`config.mk`:
```
export PLATFORM = sky130hd
export DESIGN_NAME = flash_self_program_ctrl
export DESIGN_NICKNAME = d
export VERILOG_FILES = /design/src/pkg/flash_host_pkg.sv /design/src/rtl/flash_self_program_ctrl.sv
export SDC_FILE = /design/constraint.sdc
export NUM_CORES = 1
export LEC_CHECK = 0
export BUFFER_PORTS_ARGS = -buffer_cell sky130_fd_sc_hd__buf_2
export CAP_MARGIN = 10
export CORE_ASPECT_RATIO = 1.1
export CORE_MARGIN = 8
export CORE_UTILIZATION = 49
export CTS_CLUSTER_SIZE = 24
export DETAILED_ROUTE_END_ITERATION = 10
export PLACE_DENSITY = 0.74
export RECOVER_POWER = 100
export SLEW_MARGIN = 30
export SYNTH_ARGS = -nofsm -noshare
export SYNTH_HDL_FRONTEND = slang
export SYNTH_SLANG_ARGS = --single-unit
```
`constraint.sdc`:
```
create_clock -name mclk -period 3.05 [get_ports mclk]
set_input_delay 0.1525 -clock mclk [delete_from_list [all_inputs] [get_ports mclk]]
set_output_delay 0.1525 -clock mclk [all_outputs]
set_load 0.01 [all_outputs]
```
`src/pkg/flash_host_pkg.sv`:
```
// constants, field layouts and carrier types of the flash self-programming
// host; assumes the device's control register and pointer layout below
package flash_host_pkg;

    // own register map, byte offsets on the AXI4-Lite slave
    localparam logic [3:0] ADDR_CMD = 4'h0;
    localparam logic [3:0] ADDR_PTR = 4'h4;
    localparam logic [3:0] ADDR_DATA = 4'h8;
    localparam logic [3:0] ADDR_STAT = 4'hC;
    localparam int ADDR_W = 4;

    // command register fields
    localparam int CMD_OP_MSB = 2;
    localparam int CMD_IRQ_EN_POS = 8;

    // status register fields
    localparam int STAT_CTL_LSB = 8;
    localparam int STAT_BUSY_POS = 16;
    localparam int STAT_REFUSED_POS = 17;

    localparam logic [1:0] RESP_OKAY = 2'h0;
    localparam logic [1:0] RESP_SLVERR = 2'h2;
    localparam logic [31:0] WORD_ZERO = 32'h0000_0000;

    // device control values, low five bits
    localparam logic [7:0] CTL_ERASE = 8'h03;
    localparam logic [7:0] CTL_LOAD = 8'h01;
    localparam logic [7:0] CTL_WRITE = 8'h05;
    localparam logic [7:0] CTL_LOCK = 8'h09;
    localparam logic [7:0] CTL_REEN = 8'h11;
    localparam int CTL_IRQ_EN_POS = 7;
    localparam int CTL_BUSY_POS = 6;
    localparam int CTL_STORE_EN_POS = 0;

    // pointer layout: word index Z[6:1], page index Z[13:7]
    localparam int WORD_LSB = 1;
    localparam int WORD_MSB = 6;
    localparam int PAGE_LSB = 7;
    localparam int PAGE_MSB = 13;
    localparam int WORDS = 64;
    localparam logic [15:0] PAGE_MASK = 16'h3F80;
    localparam logic [15:0] WORD_MASK = 16'h007E;
    localparam logic [15:0] FUSE_MASK = 16'h0003;
    localparam logic [15:0] LOCK_PTR = 16'h0001;
    localparam logic [7:0] LOCK_FILL = 8'hC3;
    localparam logic [7:0] BYTE_ONES = 8'hFF;
    // byte addresses below this belong to the concurrent-read section
    localparam logic [15:0] CONC_LIMIT = 16'h3800;

    typedef enum logic [2:0] {
        OP_ERASE = 3'h0,
        OP_LOAD = 3'h1,
        OP_WRITE = 3'h2,
        OP_LOCK = 3'h3,
        OP_REEN = 3'h4,
        OP_FUSE = 3'h5,
        OP_READ = 3'h6
    } op_t;

    typedef enum logic [2:0] {
        ST_IDLE = 3'b000,
        ST_WAIT = 3'b001,
        ST_CTL = 3'b011,
        ST_EXEC = 3'b010,
        ST_CAPT = 3'b110
    } state_t;

    typedef struct packed {
        logic ctl_wr;
        logic [7:0] ctl_wdata;
        logic spm_exec;
        logic lpm_exec;
        logic [15:0] z_ptr;
        logic [15:0] spm_data;
    } dev_out_t;

    typedef struct packed {
        logic [7:0] ctl_rdata;
        logic [7:0] lpm_rdata;
        logic eeprom_write_active;
        logic cpu_halt;
    } dev_in_t;

endpackage

```
`src/rtl/flash_self_program_ctrl.sv`:
```
// host side of a flash self-programming controller: software orders
// commands over AXI4-Lite, the block drives the device's control register
// and store/load strobes; device inputs are synchronous to mclk
`timescale 1ns/100ps

module flash_self_program_ctrl
    import flash_host_pkg::*;
(
    // clock and reset
    input wire logic mclk,
    input wire logic sys_rst,
    // axi4-lite write
    input wire logic awvalid,
    output logic awready,
    input wire logic [31:0] awaddr,
    input wire logic wvalid,
    output logic wready,
    input wire logic [31:0] wdata,
    input wire logic [3:0] wstrb,
    output logic bvalid,
    input wire logic bready,
    output logic [1:0] bresp,
    // axi4-lite read
    input wire logic arvalid,
    output logic arready,
    input wire logic [31:0] araddr,
    output logic rvalid,
    input wire logic rready,
    output logic [31:0] rdata,
    output logic [1:0] rresp,
    // device pins
    output dev_out_t dev_o,
    input wire dev_in_t dev_i
);

    logic aw_got_q, w_got_q, bvalid_q, rvalid_q, start_q, refused_q;
    logic irq_en_q, erased_ok_q, do_wr, busy, conc_busy;
    logic [ADDR_W-1:0] awaddr_q;
    logic [31:0] wdata_q, bmask, rdata_q, ptr_word, data_word;
    logic [1:0] bresp_q;
    logic [15:0] ptr_q, data_q, z_d, sd_d;
    logic [7:0] rd_byte_q, ctl_d;
    logic [6:0] erased_page_q;
    logic [WORDS-1:0] loaded_q;
    logic [5:0] word_idx;
    logic [6:0] page_idx;
    logic [3:0] wstrb_q;
    op_t op_q;
    state_t state_q;

    // write channel: address and data taken in either order
    assign awready = !aw_got_q;
    assign wready = !w_got_q;
    assign bvalid = bvalid_q;
    assign bresp = bresp_q;
    assign do_wr = aw_got_q && w_got_q && !bvalid_q;

    genvar gi;
    generate
        for (gi = 0; gi < 4; gi++)
        begin : g_strb
            assign bmask[gi*8 +: 8] = {8{wstrb_q[gi]}};
        end
    endgenerate

    assign ptr_word = ({16'h0000, ptr_q} & ~bmask) | (wdata_q & bmask);
    assign data_word = ({16'h0000, data_q} & ~bmask) | (wdata_q & bmask);

    always_ff @(posedge mclk)
    begin
        if (sys_rst)
        begin
            aw_got_q <= 1'b0;
            w_got_q <= 1'b0;
            awaddr_q <= '0;
            wdata_q <= WORD_ZERO;
            wstrb_q <= 4'h0;
        end
        else
        begin
            if (awvalid && awready)
            begin
                aw_got_q <= 1'b1;
                awaddr_q <= awaddr[ADDR_W-1:0];
            end
            if (wvalid && wready)
            begin
                w_got_q <= 1'b1;
                wdata_q <= wdata;
                wstrb_q <= wstrb;
            end
            if (do_wr)
            begin
                aw_got_q <= 1'b0;
                w_got_q <= 1'b0;
            end
        end
    end

    // register writes; a command while busy is dropped without setting refused_q, not queued
    always_ff @(posedge mclk)
    begin
        if (sys_rst)
        begin
            bvalid_q <= 1'b0;
            bresp_q <= RESP_OKAY;
            ptr_q <= 16'h0000;
            data_q <= 16'h0000;
            op_q <= OP_ERASE;
            irq_en_q <= 1'b0;
            start_q <= 1'b0;
        end
        else
        begin
            start_q <= 1'b0;
            if (bvalid_q && bready)
                bvalid_q <= 1'b0;
            if (do_wr)
            begin
                bvalid_q <= 1'b1;
                bresp_q <= RESP_OKAY;
                if (awaddr_q == ADDR_CMD)
                begin
                    if (!busy && !start_q && wstrb_q[0])
                    begin
                        op_q <= op_t'(wdata_q[CMD_OP_MSB:0]);
                        start_q <= 1'b1;
                    end
                    if (wstrb_q[1])
                        irq_en_q <= wdata_q[CMD_IRQ_EN_POS];
                end
                else if (awaddr_q == ADDR_PTR)
                    ptr_q <= ptr_word[15:0];
                else if (awaddr_q == ADDR_DATA)
                    data_q <= data_word[15:0];
                else if (awaddr_q != ADDR_STAT)
                    bresp_q <= RESP_SLVERR;
            end
        end
    end

    // read channel, one read at a time
    assign arready = !rvalid_q;
    assign rvalid = rvalid_q;
    assign rdata = rdata_q;

    always_ff @(posedge mclk)
    begin
        if (sys_rst)
        begin
            rvalid_q <= 1'b0;
            rdata_q <= WORD_ZERO;
            rresp <= RESP_OKAY;
        end
        else if (arvalid && arready)
        begin
            rvalid_q <= 1'b1;
            rresp <= RESP_OKAY;
            rdata_q <= WORD_ZERO;
            if (araddr[ADDR_W-1:0] == ADDR_CMD)
            begin
                rdata_q[CMD_OP_MSB:0] <= op_q;
                rdata_q[CMD_IRQ_EN_POS] <= irq_en_q;
            end
            else if (araddr[ADDR_W-1:0] == ADDR_PTR)
                rdata_q[15:0] <= ptr_q;
            else if (araddr[ADDR_W-1:0] == ADDR_DATA)
                rdata_q[15:0] <= data_q;
            else if (araddr[ADDR_W-1:0] == ADDR_STAT)
            begin
                rdata_q[7:0] <= rd_byte_q;
                rdata_q[STAT_CTL_LSB +: 8] <= dev_i.ctl_rdata;
                rdata_q[STAT_BUSY_POS] <= busy;
                rdata_q[STAT_REFUSED_POS] <= refused_q;
            end
            else
                rresp <= RESP_SLVERR;
        end
        else if (rvalid_q && rready)
            rvalid_q <= 1'b0;
    end

    // pointer and data as presented to the device for each command
    assign word_idx = ptr_q[WORD_MSB:WORD_LSB];
    assign page_idx = ptr_q[PAGE_MSB:PAGE_LSB];
    assign busy = state_q != ST_IDLE;
    assign conc_busy = dev_i.ctl_rdata[CTL_BUSY_POS]
        && (ptr_q < CONC_LIMIT);

    always_comb
    begin
        z_d = ptr_q;
        sd_d = data_q;
        ctl_d = CTL_LOAD;
        case (op_q)
            OP_ERASE:
            begin
                z_d = ptr_q & PAGE_MASK;
                ctl_d = CTL_ERASE;
            end
            OP_LOAD:
            begin
                z_d = ptr_q & WORD_MASK;
                ctl_d = CTL_LOAD;
            end
            OP_WRITE:
            begin
                z_d = ptr_q & PAGE_MASK;
                ctl_d = CTL_WRITE;
            end
            OP_LOCK:
            begin
                z_d = LOCK_PTR;
                sd_d = {BYTE_ONES, data_q[7:0] | LOCK_FILL};
                ctl_d = CTL_LOCK;
            end
            OP_REEN:
                ctl_d = CTL_REEN;
            OP_FUSE:
            begin
                z_d = ptr_q & FUSE_MASK;
                ctl_d = CTL_LOCK;
            end
            default:
                ctl_d = CTL_LOAD;
        endcase
        ctl_d[CTL_IRQ_EN_POS] = irq_en_q;
    end

    // command sequencer; control write and strobe are one cycle apart,
    // well inside the device's three and four cycle windows
    always_ff @(posedge mclk)
    begin
        if (sys_rst)
        begin
            state_q <= ST_IDLE;
            dev_o <= '0;
            refused_q <= 1'b0;
            rd_byte_q <= 8'h00;
        end
        else
        begin
            dev_o.ctl_wr <= 1'b0;
            dev_o.spm_exec <= 1'b0;
            dev_o.lpm_exec <= 1'b0;
            case (state_q)
                ST_IDLE:
                    if (start_q)
                    begin
                        if ((op_q == OP_LOAD && loaded_q[word_idx])
                            || (op_q == OP_WRITE && !(erased_ok_q
                            && erased_page_q == page_idx))
                            || (op_q == OP_READ && conc_busy)
                            || op_q > OP_READ)
                            refused_q <= 1'b1;
                        else
                        begin
                            refused_q <= 1'b0;
                            state_q <= ST_WAIT;
                        end
                    end
                ST_WAIT:
                    // store enable stays set while the device is busy
                    if (!dev_i.ctl_rdata[CTL_STORE_EN_POS]
                        && !dev_i.eeprom_write_active
                        && !dev_i.cpu_halt)
                    begin
                        dev_o.z_ptr <= z_d;
                        dev_o.spm_data <= sd_d;
                        if (op_q == OP_READ)
                        begin
                            dev_o.lpm_exec <= 1'b1;
                            state_q <= ST_EXEC;
                        end
                        else
                        begin
                            dev_o.ctl_wr <= 1'b1;
                            dev_o.ctl_wdata <= ctl_d;
                            state_q <= ST_CTL;
                        end
                    end
                ST_CTL:
                begin
                    if (op_q == OP_FUSE)
                        dev_o.lpm_exec <= 1'b1;
                    else
                        dev_o.spm_exec <= 1'b1;
                    state_q <= ST_EXEC;
                end
                ST_EXEC:
                    state_q <= (op_q == OP_FUSE || op_q == OP_READ)
                        ? ST_CAPT : ST_IDLE;
                ST_CAPT:
                begin
                    rd_byte_q <= dev_i.lpm_rdata;
                    state_q <= ST_IDLE;
                end
                default:
                    state_q <= ST_IDLE;
            endcase
        end
    end

    // shadow of the device buffer: which words were loaded, which page
    // was erased; any order of loads is fine
    always_ff @(posedge mclk)
    begin
        if (sys_rst)
        begin
            loaded_q <= '0;
            erased_ok_q <= 1'b0;
            erased_page_q <= 7'h00;
        end
        else if (dev_o.spm_exec)
        begin
            if (op_q == OP_LOAD)
                loaded_q[dev_o.z_ptr[WORD_MSB:WORD_LSB]] <= 1'b1;
            else if (op_q == OP_WRITE || op_q == OP_REEN)
            begin
                loaded_q <= '0;
                erased_ok_q <= 1'b0;
            end
            else if (op_q == OP_ERASE)
            begin
                erased_ok_q <= 1'b1;
                erased_page_q <= dev_o.z_ptr[PAGE_MSB:PAGE_LSB];
            end
        end
    end
endmodule

```
==> out/metrics.csv <==
metric,value,unit
status,finished clean,
ff2ff_path_depth,6,
worstSetupPathType,reg2reg,
fmax,401,MHz
syn2layout_area_growth,18.8,%
final.setup_skew,28.7,ps
ys_types,51,
slew_viol_final,0,
grt_first_pass_wirelength,36700,um
worstSkewPairLatency,500,ps
worstSetupStartpoint,bvalid$_SDFFE_PP0P_,
fin_util,58.7,%
final_layout_size_suffix_gt1_share,12.3,%
cts_resized,0,
synth-xor-area-share,0.713,%
cts.clk_slew.worst_paths,60,ps
internal_power,4.63,mW
synth_compound_area_share,12.8,%
rsz0062_at_grt,no,
synth-edff-count,0,
cts_max_level,1,
worst-path-max-fanout,5,
ios,209,
numPortBuffers,116,
grt_max_degree,65,
yosys_most_used_dff,dfxtp_1,
drt-total-wl,23000,um
drc_errors,0,
die_w,142,um
switchingPower,1.25,mW
numCtsBuffers,22,
avgSynthCellArea,8.63,sq um
leakage,3.96,nW
row_count,51,
cts_tree,done,
sw_frac_of_total,21.3,%
min_period,2490,ps
drv_cap,0,
grt.overflow.total,0,
hp-class,in2reg,
p_clk_share,48.3,%
worstPathRequired,3420,ps
final_hold_viol_count,0,
wl_per_cell,16.8,um
start_util,49.4,%
synthArstFlopShare,0,%
sequentialPowerShare,47.2,%
worstReg2RegStart,bvalid$_SDFFE_PP0P_,
antenna_found_initial,1,
yosysSeqAreaShare,48.4,%
gp_congestion,0.791,
hold_start,sys_rst,
rrSetupSlack,560,ps
clockRootBuffer,clkbuf_16,
synth.area.mux_share,10.9,%
ir_worst_vdd,0.472,mV
die_h,155,um
rr_endpoint,op_q[1]$_SDFFE_PP0P_,
vias,7353,
period_share,81.7,%
postCtsSetupBuffers,0,
yosys_register_bits,208,
grt_usage,20.3,%
synth_cells,996,
setup_violations,0,
cts.sinks,208,
viasPerCell,5.38,
fp.coreArea,0.0174,sq mm
powerDensity,575,mW/mm^2
ant_nets,0,
die-area,0.0220,sq mm
worstSetupStartpointType,flop,
synth_fa_ha_area_share,0,%
postCtsHoldBufs,34,
slew_headroom,37.5,%
crit_path_end_kind,flop,
drt_iter0_drc,488,
cts_buffer_depth,3,
synth_warnings,0,
totalNegativeSetupSlack,0,ps
endpoint,op_q[1]$_SDFFE_PP0P_,
synth_simple_gate_area_share,21.4,%
final_nets,1238,
synth_top_family_by_area,simple AND/OR/NAND/NOR gates,
dp_hpwl,15700,um
first_pass_iters,5,
comb_power_share,4.5,%
worst_pin_slew,938,ps
grt_pass1_vias,7110,
netlist_area,0.00860,sq mm
worstPathArrival,2860,ps
## per-stage QoR
stage	area [sq um]	hold slack (ps)	total power [mW]	setup slack, ps	cells
final	10200	12.0	5.88	558	1366
after CTS	10400	1.90	5.92	643	1365
after global placement	9230	396	3.06	711	1293
after global routing	10200	5.31	6.06	357	1366
after detailed placement	9230	398	3.06	703	1293
after floorplan	8660	288	2.99	1220	1013
## worst max-delay path, cell delays in order (launching register included)
cell,delay [ps]
dfxtp_1,330
nand3b_1,220
nor4_1,710
nand2_1,130
nor4_1,630
mux2i_1,280
nor2_1,60
## cells in the mapped netlist, types with 2 or more instances
cell type  number  share of area, %
nor3_1         29               1.7
nor4_1          2              0.15
nand3_1        23               1.3
buf_4          19               1.7
or3_1           2              0.15
a221oi_1        2              0.20
a211oi_1        4              0.35
xor2_1          6              0.61
and3_1          3              0.22
o21ai_0        18               1.0
nand2b_1        7              0.51
nor4_2          3              0.44
a22oi_1        10              0.87
nand4b_1        4              0.41
nor3_2          2              0.23
nor2_1        173               7.6
mux4_2         16               4.2
a21oi_1       156               9.1
buf_1           4              0.17
buf_6           5              0.65
o211ai_1        2              0.17
dfxtp_1       208                48
a31oi_1         3              0.22
and2b_1         3              0.26
inv_1           5              0.22
nand3b_1        2              0.17
buf_2          15              0.87
clkbuf_1       47               2.1
mux2_2         16               2.1
nand2_1       125               5.5
nor3b_1         6              0.52
nor2_4          2              0.26
and3b_1         4              0.41
mux2i_1        40               4.7
nor2b_1        14               1.0
## metal layers
layer	vias up	GRT usage, %	part of all wire (%)
met1	3466	24.4	40
li1	3593	-	-
met5	-	0	0
met4	0	5.67	2.2
met2	246	36.1	50
met3	48	4.05	7.0
## cell families after synthesis
kind of cell	after synthesis
AO/OA/AOI/OAI	203
XOR/XNOR	7
buffers and inverters	95
flip-flops	208
multiplexers	72
other	1
AND/OR/NAND/NOR	410
## power by group through the flow
stage                     Clock [mW]  Sequential, mW  Combinational [mW]
after detailed placement           0            2.83               0.230
after floorplan                    0            2.83               0.159
after global placement             0            2.83               0.229
after global routing            2.99            2.77               0.290
after CTS                       2.88            2.77               0.265
final                           2.84            2.77               0.265
## cell usage in the layout, fill, tap and decap left out, drive strengths merged, types with 10 or more instances in the layout
| master | synthesis | routed |
|---|---|---|
| nor3 | 31 | 31 |
| nand2 | 125 | 125 |
| o21ai | 18 | 18 |
| mux4 | 16 | 16 |
| buf | 43 | 61 |
| clkbuf | 47 | 102 |
| nand3 | 23 | 23 |
| mux2i | 40 | 40 |
| nor2 | 175 | 175 |
| a22oi | 10 | 10 |
| mux2 | 16 | 16 |
| nor2b | 14 | 14 |
| conb | 1 | 18 |
| dfxtp | 208 | 208 |
| dlygate4sd3 | 0 | 34 |
| a21oi | 156 | 156 |
## layout make-up
class	count	area (sq um)
fill	1596	7200
sequential	208	4160
multi-input combinational	710	3990
timing repair buffer	166	958
clock buffer	31	666
tap	238	298
clock inverter	7	121
inverter	5	18.8
antenna	1	2.50
## worst min path at each step
| stage | cells after the start | slack (ps) | to |
|---|---|---|---|
| global route | 2 | 5 | flop |
| CTS | 2 | 2 | flop |
| finish | 2 | 10 | flop |
| global placement | 3 | 400 | wdata_q[11]$_SDFFE_PP0P_ |
| detailed placement | 3 | 400 | wdata_q[3]$_SDFFE_PP0P_ |
| floorplan | 2 | 290 | wdata_q[10]$_SDFFE_PP0P_ |
No activity file was read; power rests on OpenSTA's default activity.
